===== config.mk =====
export PLATFORM = sky130hd
export DESIGN_NAME = hrpc_top
export DESIGN_NICKNAME = d
export VERILOG_FILES = /design/src/logic/hrpc_pkg.sv /design/src/logic/hrpc_top.sv
export VERILOG_INCLUDE_DIRS = /design/src /design/src/logic
export SDC_FILE = /design/constraint.sdc
export NUM_CORES = 2
export LEC_CHECK = 0
export BUFFER_PORTS_ARGS = -buffer_cell sky130_fd_sc_hd__buf_4
export CORE_MARGIN = 2
export CORE_UTILIZATION = 33
export CTS_CLUSTER_DIAMETER = 50
export DETAILED_ROUTE_END_ITERATION = 6
export PLACE_DENSITY = 0.55
export RECOVER_POWER = 50
export SYNTH_ARGS = -nofsm -noshare
export SYNTH_HDL_FRONTEND = slang
export SYNTH_SLANG_ARGS = --single-unit

===== constraint.sdc =====
create_clock -name clk_sys -period 6 [get_ports clk_sys]
set_input_delay 0.6 -clock clk_sys [delete_from_list [all_inputs] [get_ports clk_sys]]
set_output_delay 0.6 -clock clk_sys [all_outputs]
set_load 0.05 [all_outputs]

===== src/logic/hrpc_params.svh =====
/*
  Offsets, field positions, reset values and counts of the hibernation
  power controller. Assumes byte addressing on a 32-bit bus, one word per
  register.
*/
`ifndef HRPC_PARAMS_SVH
`define HRPC_PARAMS_SVH

// ----------------------------------------------------------------------
// register offsets
// ----------------------------------------------------------------------
`define HRPC_OFS_COUNT       12'h000
`define HRPC_OFS_MATCH0      12'h004
`define HRPC_OFS_MATCH1      12'h008
`define HRPC_OFS_LOAD        12'h00C
`define HRPC_OFS_CTRL        12'h010
`define HRPC_OFS_MASK        12'h014
`define HRPC_OFS_RAW         12'h018
`define HRPC_OFS_MASKED      12'h01C
`define HRPC_OFS_CLEAR       12'h020
`define HRPC_OFS_TRIM        12'h024
`define HRPC_OFS_MEM_FIRST   12'h030
`define HRPC_OFS_MEM_LAST    12'h12C

// ----------------------------------------------------------------------
// control register bits
// ----------------------------------------------------------------------
`define HRPC_CTL_COUNTER_EN  0
`define HRPC_CTL_HIB_REQ     1
`define HRPC_CTL_CLK_SEL     2
`define HRPC_CTL_MATCH_WAKE  3
`define HRPC_CTL_PIN_WAKE    4
`define HRPC_CTL_LOW_BATTERY_FLAG_EN   5
`define HRPC_CTL_CLK_EN      6
`define HRPC_CTL_LOW_BATTERY_FLAG_ABT  7

// ----------------------------------------------------------------------
// event bits (raw, mask, masked, clear)
// ----------------------------------------------------------------------
`define HRPC_EV_MATCH0       0
`define HRPC_EV_MATCH1       1
`define HRPC_EV_LOW_BATTERY_FLAG       2
`define HRPC_EV_WAKE_PIN     3
`define HRPC_EV_WIDTH        4

// ----------------------------------------------------------------------
// reset values and counts
// ----------------------------------------------------------------------
`define HRPC_RST_MATCH       32'hFFFFFFFF
`define HRPC_RST_LOAD        32'hFFFFFFFF
`define HRPC_RST_TRIM        16'h7FFF
`define HRPC_NOMINAL_RELOAD  16'h7FFF
`define HRPC_XTAL_DIVIDE     128
`define HRPC_TRIM_PERIOD     64
`define HRPC_MEM_WORDS       64

`endif


===== src/logic/hrpc_pkg.sv =====
/*
  Types of the hibernation power controller.
  Assumes hrpc_params.svh for the numeric constants.
*/
package hrpc_pkg;

  // control register fields, bit 0 first from the bottom
  typedef struct packed {
    logic low_battery_flag_abort;
    logic clock_source_enable;
    logic low_battery_detect_enable;
    logic pin_wake_enable;
    logic match_wake_enable;
    logic clock_source_select;
    logic hibernate_request;
    logic counter_enable;
  } hrpc_ctrl_type;

  typedef enum logic [1:0] {
    HRPC_ST_RUN = 2'b01,
    HRPC_ST_HIB = 2'b10
  } hrpc_state_type;

endpackage : hrpc_pkg


===== src/logic/hrpc_top.sv =====
/*
  Hibernation power controller: seconds counter with trimmed predivider,
  two match comparators, 64-word retained memory, low-battery flag,
  regulator enable and wake logic, behind a classic Wishbone slave.
  Assumes the clock references, wake pin and battery comparator arrive
  synchronous to clk_sys, which runs well above the reference rate.
*/
`timescale 1ns/10ps
`include "hrpc_params.svh"

module hrpc_top #(
  parameter int MEM_WORDS = `HRPC_MEM_WORDS
) (
  input  wire logic        clk_sys,
  input  wire logic        rst,
  input  wire logic        wb_cyc_i,
  input  wire logic        wb_stb_i,
  input  wire logic        wb_we_i,
  input  wire logic [11:0] wb_adr_i,
  input  wire logic [3:0]  wb_sel_i,
  input  wire logic [31:0] wb_dat_i,
  output logic      [31:0] wb_dat_o,
  output logic             wb_ack_o,
  input  wire logic        xtal_clock_in,
  input  wire logic        osc_clock_in,
  input  wire logic        battery_low_in,
  input  wire logic        wake_pin_n,
  output logic             regulator_enable_n,
  output logic             irq
);

  // ----------------------------------------------------------------------
  // declarations
  // ----------------------------------------------------------------------
  hrpc_pkg::hrpc_ctrl_type  ctrl;
  hrpc_pkg::hrpc_state_type state;
  logic [31:0] seconds;
  logic [31:0] match_zero_reg;
  logic [31:0] match_one_reg;
  logic [31:0] counter_load_reg;
  logic [15:0] predivider_trim_reg;
  logic [15:0] predivider;
  logic [6:0]  xtal_div;
  logic [`HRPC_EV_WIDTH-1:0] event_mask_reg;
  logic [`HRPC_EV_WIDTH-1:0] raw_event_status;
  logic [`HRPC_EV_WIDTH-1:0] masked_event_status;
  logic [`HRPC_EV_WIDTH-1:0] event_set;
  logic [`HRPC_EV_WIDTH-1:0] event_clr;
  logic [31:0] retained_memory_words [MEM_WORDS];
  logic        xtal_q;
  logic        osc_q;
  logic        ref_tick;
  logic        second_tick;
  logic        wake_meta;
  logic        wake_sync;
  logic        wake_sync_q;
  logic        eq0;
  logic        eq1;
  logic        eq0_q;
  logic        eq1_q;
  logic        low_battery_flag;
  logic        match_zero_event;
  logic        match_one_event;
  logic        wake_pin_event;
  logic        wake_now;
  logic        hib_go;
  logic        bus_req;
  logic        wr_stb;
  logic        mem_hit;
  logic [5:0]  mem_idx;
  logic [31:0] wmask;
  logic [31:0] next_rdata;

  // ----------------------------------------------------------------------
  // bus decode
  // ----------------------------------------------------------------------
  assign bus_req = wb_cyc_i & wb_stb_i & ~wb_ack_o;
  assign wr_stb  = bus_req & wb_we_i;
  assign mem_hit = (wb_adr_i >= `HRPC_OFS_MEM_FIRST) && (wb_adr_i <= `HRPC_OFS_MEM_LAST)
                   && (wb_adr_i[1:0] == 2'h0);
  assign mem_idx = 6'(12'(wb_adr_i - `HRPC_OFS_MEM_FIRST) >> 2);
  assign wmask   = {{8{wb_sel_i[3]}}, {8{wb_sel_i[2]}}, {8{wb_sel_i[1]}}, {8{wb_sel_i[0]}}};

  // ----------------------------------------------------------------------
  // reference clock: divided crystal or direct oscillator
  // ----------------------------------------------------------------------
  always_ff @(posedge clk_sys or posedge rst) begin
    if (rst) begin
      xtal_q <= 1'b0;
      osc_q  <= 1'b0;
    end else begin
      xtal_q <= xtal_clock_in;
      osc_q  <= osc_clock_in;
    end
  end

  always_ff @(posedge clk_sys or posedge rst) begin
    if (rst) begin
      xtal_div <= 7'h00;
    end else if (ctrl.clock_source_enable && xtal_clock_in && !xtal_q) begin
      xtal_div <= xtal_div + 7'h01;
    end
  end

  // one tick per reference period; nothing ticks while the source is off
  always_comb begin
    ref_tick = 1'b0;
    if (ctrl.clock_source_enable) begin
      if (ctrl.clock_source_select) begin
        ref_tick = osc_clock_in & ~osc_q;
      end else begin
        ref_tick = xtal_clock_in & ~xtal_q & (xtal_div == 7'(`HRPC_XTAL_DIVIDE - 1));
      end
    end
  end

  // ----------------------------------------------------------------------
  // predivider and seconds counter
  // ----------------------------------------------------------------------
  assign second_tick = ctrl.counter_enable && ref_tick && (predivider == 16'h0000);

  always_ff @(posedge clk_sys or posedge rst) begin
    if (rst) begin
      predivider <= `HRPC_NOMINAL_RELOAD;
    end else if (ctrl.counter_enable && ref_tick) begin
      if (predivider == 16'h0000) begin
        // trim reload for the second that starts a 64-second group
        // full 16 bits, so a trim above nominal lengthens that second
        if (6'(seconds + 32'h1) == 6'(`HRPC_TRIM_PERIOD)) begin
          predivider <= predivider_trim_reg;
        end else begin
          predivider <= `HRPC_NOMINAL_RELOAD;
        end
      end else begin
        predivider <= predivider - 16'h0001;
      end
    end
  end

  always_ff @(posedge clk_sys or posedge rst) begin
    if (rst) begin
      seconds <= 32'h00000000;
    end else if (wr_stb && wb_adr_i == `HRPC_OFS_LOAD) begin
      seconds <= (seconds & ~wmask) | (wb_dat_i & wmask);
    end else if (second_tick) begin
      seconds <= seconds + 32'h00000001;
    end
  end

  // ----------------------------------------------------------------------
  // match comparators
  // ----------------------------------------------------------------------
  assign eq0 = (seconds == match_zero_reg);
  assign eq1 = (seconds == match_one_reg);
  assign match_zero_event = eq0 & ~eq0_q;
  assign match_one_event  = eq1 & ~eq1_q;

  always_ff @(posedge clk_sys or posedge rst) begin
    if (rst) begin
      eq0_q <= 1'b1;
      eq1_q <= 1'b1;
    end else begin
      eq0_q <= eq0;
      eq1_q <= eq1;
    end
  end

  // ----------------------------------------------------------------------
  // wake pin synchroniser and battery monitor
  // ----------------------------------------------------------------------
  always_ff @(posedge clk_sys or posedge rst) begin
    if (rst) begin
      wake_meta   <= 1'b0;
      wake_sync   <= 1'b0;
      wake_sync_q <= 1'b0;
    end else begin
      wake_meta   <= ~wake_pin_n;
      wake_sync   <= wake_meta;
      wake_sync_q <= wake_sync;
    end
  end

  assign wake_pin_event = wake_sync & ~wake_sync_q;

  // battery is not measured while hibernating
  assign low_battery_flag = ctrl.low_battery_detect_enable && battery_low_in
                            && (state == hrpc_pkg::HRPC_ST_RUN);

  // ----------------------------------------------------------------------
  // event flags: set wins over clear
  // ----------------------------------------------------------------------
  always_comb begin
    event_set = '0;
    event_set[`HRPC_EV_MATCH0]   = match_zero_event;
    event_set[`HRPC_EV_MATCH1]   = match_one_event;
    event_set[`HRPC_EV_LOW_BATTERY_FLAG]   = low_battery_flag;
    event_set[`HRPC_EV_WAKE_PIN] = wake_pin_event;
  end

  assign event_clr = (wr_stb && wb_adr_i == `HRPC_OFS_CLEAR && wb_sel_i[0])
                     ? wb_dat_i[`HRPC_EV_WIDTH-1:0] : '0;

  always_ff @(posedge clk_sys or posedge rst) begin
    if (rst) begin
      raw_event_status <= '0;
    end else begin
      raw_event_status <= (raw_event_status & ~event_clr) | event_set;
    end
  end

  assign masked_event_status = raw_event_status & event_mask_reg;

  always_ff @(posedge clk_sys or posedge rst) begin
    if (rst) begin
      irq <= 1'b0;
    end else begin
      irq <= |masked_event_status;
    end
  end

  // ----------------------------------------------------------------------
  // hibernation state and regulator enable
  // ----------------------------------------------------------------------
  assign hib_go = wr_stb && (wb_adr_i == `HRPC_OFS_CTRL) && wb_sel_i[0]
                  && wb_dat_i[`HRPC_CTL_HIB_REQ]
                  && !(wb_dat_i[`HRPC_CTL_LOW_BATTERY_FLAG_ABT] && raw_event_status[`HRPC_EV_LOW_BATTERY_FLAG]);
  assign wake_now = (ctrl.pin_wake_enable && wake_pin_event)
                    || (ctrl.match_wake_enable && (match_zero_event || match_one_event));

  always_ff @(posedge clk_sys or posedge rst) begin
    if (rst) begin
      state <= hrpc_pkg::HRPC_ST_RUN;
    end else begin
      case (state)
        hrpc_pkg::HRPC_ST_RUN: begin
          if (hib_go) begin
            state <= hrpc_pkg::HRPC_ST_HIB;
          end
        end
        hrpc_pkg::HRPC_ST_HIB: begin
          if (wake_now) begin
            state <= hrpc_pkg::HRPC_ST_RUN;
          end
        end
        default: begin
          state <= hrpc_pkg::HRPC_ST_RUN;
        end
      endcase
    end
  end

  always_ff @(posedge clk_sys or posedge rst) begin
    if (rst) begin
      regulator_enable_n <= 1'b1;
    end else if (state == hrpc_pkg::HRPC_ST_RUN && hib_go) begin
      regulator_enable_n <= 1'b0;
    end else if (state == hrpc_pkg::HRPC_ST_HIB && wake_now) begin
      regulator_enable_n <= 1'b1;
    end
  end

  // ----------------------------------------------------------------------
  // writable registers
  // ----------------------------------------------------------------------
  always_ff @(posedge clk_sys or posedge rst) begin
    if (rst) begin
      ctrl <= '0;
    end else if (wr_stb && wb_adr_i == `HRPC_OFS_CTRL && wb_sel_i[0]) begin
      ctrl <= hrpc_pkg::hrpc_ctrl_type'(wb_dat_i[7:0]);
      ctrl.hibernate_request <= hib_go;
    end else if (state == hrpc_pkg::HRPC_ST_HIB && wake_now) begin
      ctrl.hibernate_request <= 1'b0;
    end
  end

  always_ff @(posedge clk_sys or posedge rst) begin
    if (rst) begin
      match_zero_reg      <= `HRPC_RST_MATCH;
      match_one_reg       <= `HRPC_RST_MATCH;
      counter_load_reg    <= `HRPC_RST_LOAD;
      predivider_trim_reg <= `HRPC_RST_TRIM;
      event_mask_reg      <= '0;
    end else if (wr_stb) begin
      case (wb_adr_i)
        `HRPC_OFS_MATCH0: match_zero_reg <= (match_zero_reg & ~wmask) | (wb_dat_i & wmask);
        `HRPC_OFS_MATCH1: match_one_reg <= (match_one_reg & ~wmask) | (wb_dat_i & wmask);
        `HRPC_OFS_LOAD:   counter_load_reg <= (counter_load_reg & ~wmask) | (wb_dat_i & wmask);
        `HRPC_OFS_TRIM:   predivider_trim_reg <= (predivider_trim_reg & ~wmask[15:0]) | (wb_dat_i[15:0] & wmask[15:0]);
        `HRPC_OFS_MASK: begin
          if (wb_sel_i[0]) begin
            event_mask_reg <= wb_dat_i[`HRPC_EV_WIDTH-1:0];
          end
        end
        default: begin
        end
      endcase
    end
  end

  // ----------------------------------------------------------------------
  // retained memory: no reset so contents survive power cut
  // ----------------------------------------------------------------------
  always_ff @(posedge clk_sys) begin
    if (wr_stb && mem_hit) begin
      retained_memory_words[mem_idx] <= (retained_memory_words[mem_idx] & ~wmask) | (wb_dat_i & wmask);
    end
  end

  // ----------------------------------------------------------------------
  // read mux and acknowledge
  // ----------------------------------------------------------------------
  always_comb begin
    next_rdata = 32'h00000000;
    if (mem_hit) begin
      next_rdata = retained_memory_words[mem_idx];
    end else begin
      case (wb_adr_i)
        `HRPC_OFS_COUNT:  next_rdata = seconds;
        `HRPC_OFS_MATCH0: next_rdata = match_zero_reg;
        `HRPC_OFS_MATCH1: next_rdata = match_one_reg;
        `HRPC_OFS_LOAD:   next_rdata = counter_load_reg;
        `HRPC_OFS_CTRL:   next_rdata = {24'h000000, ctrl};
        `HRPC_OFS_MASK:   next_rdata = {28'h0000000, event_mask_reg};
        `HRPC_OFS_RAW:    next_rdata = {28'h0000000, raw_event_status};
        `HRPC_OFS_MASKED: next_rdata = {28'h0000000, masked_event_status};
        `HRPC_OFS_TRIM:   next_rdata = {16'h0000, predivider_trim_reg};
        default:          next_rdata = 32'h00000000;
      endcase
    end
  end

  // every access, reads included, answers in one cycle; a held request is acknowledged every other cycle
  always_ff @(posedge clk_sys or posedge rst) begin
    if (rst) begin
      wb_ack_o <= 1'b0;
      wb_dat_o <= 32'h00000000;
    end else begin
      wb_ack_o <= bus_req;
      if (bus_req && !wb_we_i) begin
        wb_dat_o <= next_rdata;
      end
    end
  end

endmodule : hrpc_top


==> impl_metrics.json <==
{
  "outcome": "complete, but fails checks",
  "failed_checks": "design-rule violations, max-capacitance violations, max-slew violations",
  "max-vdd-ir-drop_mv": 0.220,
  "ys.flop_type": "edfxtp_1",
  "dieWidth_um": 528,
  "path_class": "input port to flop",
  "htree_levels": 5,
  "detail_route.iter0.violations": 6347,
  "finalWeightedCongestion": 0.906,
  "dr_total_vias": 48900,
  "cts_repair_resize_count": 0,
  "whs_ns": 0.0696,
  "flip_flop_count_of_the_largest_register_all_copies_and_words_added": 2048,
  "finalWorstPathRequiredPeriod_ns": 5.42,
  "clkLatencyLatePin_ns": 0.92,
  "grt_antenna_before_repair": 10,
  "power.density_nw_per_um2": 346,
  "clk_path_buf_depth": 4,
  "power.leakage_nw": 34.6,
  "synth_warnings": 0,
  "final_report_setup_violation_count": 0,
  "clock.fmax_mhz": 185,
  "layout_commonest_cell": "edfxtp_1",
  "first_pass_grt_wire_length_um": 390000,
  "max_flop_register": "retained_memory_words",
  "antenna_violating_nets_post_route": 0,
  "finalSetupTns_ns": 0,
  "leading_cell_types_by_total_area_after_synthesis": "edfxtp_1 68%, mux4_2 13%, dfstp_2 3.8%",
  "drv_slew": 661,
  "syn_avg_cell_area_um2": 19.9,
  "syn_nets": 4601,
  "synth_sequential_area_ratio_pct": 74.5,
  "fillers": 24400,
  "maximum_number_of_pins_on_one_net_before_global_route_repair": 158,
  "timing.critical_path.required_ns": 6.56,
  "std_cell_rows": 192,
  "cp_data_arrival_time_ns": 5.98,
  "overflow": 0,
  "critical_path.max_fanout": 42,
  "cts_tree": "done",
  "synthesized_netlist_cell_count": 4535,
  "finalCritPeriodShare_pct": 90.3,
  "first_pass_iters": 7,
  "worst-slew-pin-transition_ns": 3.10,
  "clock_sink_count": 2275,
  "io_buffer_count": 91,
  "nNetsFinal": 4965,
  "cp-start-kind": "input port",
  "timing.critical_path.to_type": "flop",
  "routed_wl_um": 280000,
  "post_dp_cell_area_um2": 97100,
  "rsz0062_at_grt": "no",
  "wire_per_inst_um": 32.2,
  "initial_core_util_pct": 33.1,
  "clkSlewWorstSetupHoldPaths_ns": 0.06,
  "number_of_global_route_vias_before_repair": 48700,
  "flow.area_growth_from_synthesis_pct": 16.9,
  "cts-buffers-inserted": 283,
  "design.core.area_um2": 273000,
  "clock_skew_ns": 0.0766,
  "synth_seq_cells": 2275,
  "number_of_cells_in_the_design_after_placement": 8175,
  "cap_viol_max_count": 31,
  "netlist-cell-type-count": 84,
  "dp_hpwl_um": 170000,
  "number_of_flops_mapped_to_enable_cells_by_yosys": 2048,
  "final_cell_mix": "2048 x edfxtp_1, 511 x mux4_2, 290 x clkbuf_16",
  "finalInstanceArea_um2": 106000,
  "grt.total_usage_pct": 19.8,
  "worst_slew_margin_rel_pct": -107,
  "detail_route.drc_violations": 1,
  "avgViaCountPerCell": 5.62,
  "design.die.area_um2": 278000,
  "cts-root-buf": "clkbuf_16",
  "ys_async_sr_fraction_pct": 9.98,
  "die_h_um": 528,
  "synthDominantCellAreaShare_pct": 68.0,
  "final_layout_size_suffix_gt1_share_pct": 29.3,
  "netlist.top_cell.by_area": "edfxtp_1",
  "final_cell_count_no_fill": 8694,
  "ioPinCount": 92,
  "syn-cell-area_um2": 90400,
  "total_count_of_hold_check_failures_in_the_final_report": 0,
  "timing.hold.worst.class": "input port to flop",
  "registers_with_the_most_flip_flops": "retained_memory_words (2048), wb_dat_o (32), predivider (16)"
}
-- stage by stage --
step	utilization, %	worst slack [ns]	total power [mW]
after floorplan	-	0.143	19.3
after global placement	35.6	0.281	20.5
after detailed placement	35.6	0.377	20.5
after CTS	38.9	1.33	36.8
after global routing	38.7	0.606	37.5
final	38.7	0.580	36.5
-- worst paths after layout --
check	start	to	slack [ns]	cells after the start
setup / recovery	wb_adr_i[2]	retained_memory_words[9][6]	0.58	9
hold / removal	wb_dat_i[27]	flop	0.07	3
setup reg to reg	wb_ack_o	retained_memory_words[9][6]	1.03	6
hold reg to reg	wake_meta	wake_sync	0.37	0
max in group asynchronous	rst	wb_dat_o[19]	2.23	4
min in group asynchronous	rst	asynchronous set/reset pin	0.43	3
-- kinds of logic (layout without fill, tap and decap cells) --
kind of cell / count (synthesis) / count (layout) / synth area share (%)
other: 0 / 4 / 0
AOI/OAI and AO/OA: 520 / 520 / 4.09
and+or+nand+nor: 566 / 566 / 2.97
muxes: 790 / 790 / 16.0
buffers and inverters: 298 / 864 / 1.61
DFF: 2275 / 2275 / 74.5
xor gates and xnor gates: 77 / 77 / 0.746
adders and majority gates: 9 / 9 / 0.125
-- what timing repair did --
item                                   in CTS  in global routing
setup endpoints to repair                   0                  0
buffers inserted                            0                  0
hold buffers                               28                  0
endpoints found under the hold margin      64                  0
-- Yosys cell counts (all sizes together), types with 4 or more instances --
cell / n
a211oi: 7
or3: 7
and2: 8
ha: 9
and3: 21
nand3b: 6
a211o: 4
a22oi: 99
mux4: 511
or4: 16
a221o: 23
clkbuf: 117
inv: 32
a221oi: 6
a222oi: 23
buf: 148
nor2: 169
mux2i: 142
edfxtp: 2048
a21oi: 100
o22a: 4
o21ai: 64
nor4: 31
o221ai: 5
nor3: 20
xnor2: 4
nand4: 16
dfstp: 130
a31oi: 9
dfrtp: 97
o31ai: 7
o22ai: 73
nor2b: 8
a22o: 34
o211ai: 14
xor2: 73
nand3: 54
nand2: 182
a21o: 6
mux2: 137
a21boi: 4
a2111o: 4
a2bb2oi: 7
or2: 8
nand2b: 6
-- layout make-up --
cell class	instances	area [um^2]	share of cell area, %
Clock inverter	138	1350	1.28
Timing Repair Buffer	344	2810	2.66
Tap cell	3589	4490	4.25
Clock buffer	349	7490	7.08
Multi-Input combinational cell	1962	22100	20.9
Sequential cell	2275	67300	63.7
Antenna cell	4	10.0	0.00947
Inverter	33	133	0.125
-- metal layers --
layer  track usage (%)  share of wire [%]  vias to the layer above
li1                  -                  -                    19600
met1              27.2                 41                    26400
met2              31.1                 47                     2403
met3              4.13                8.7                      498
met4              7.30                4.0                        0
met5                 0                  0                        -
-- report_power, final --
group | internal, mW | switching [mW]
clock | 9.82 | 6.54
sequential | 17.8 | 0.0103
combinational | 0.625 | 1.77
-- critical path, cell delays in order --
cell and delay (ns):
buf_8 0.44, nand3_1 0.21, a211oi_1 0.46, o21ai_0 0.40, nor4_1 0.68, clkbuf_1 0.29, nand2_1 0.60, nor2_1 1.87
buf_12 0.29
(Power assumes the default switching activity.)
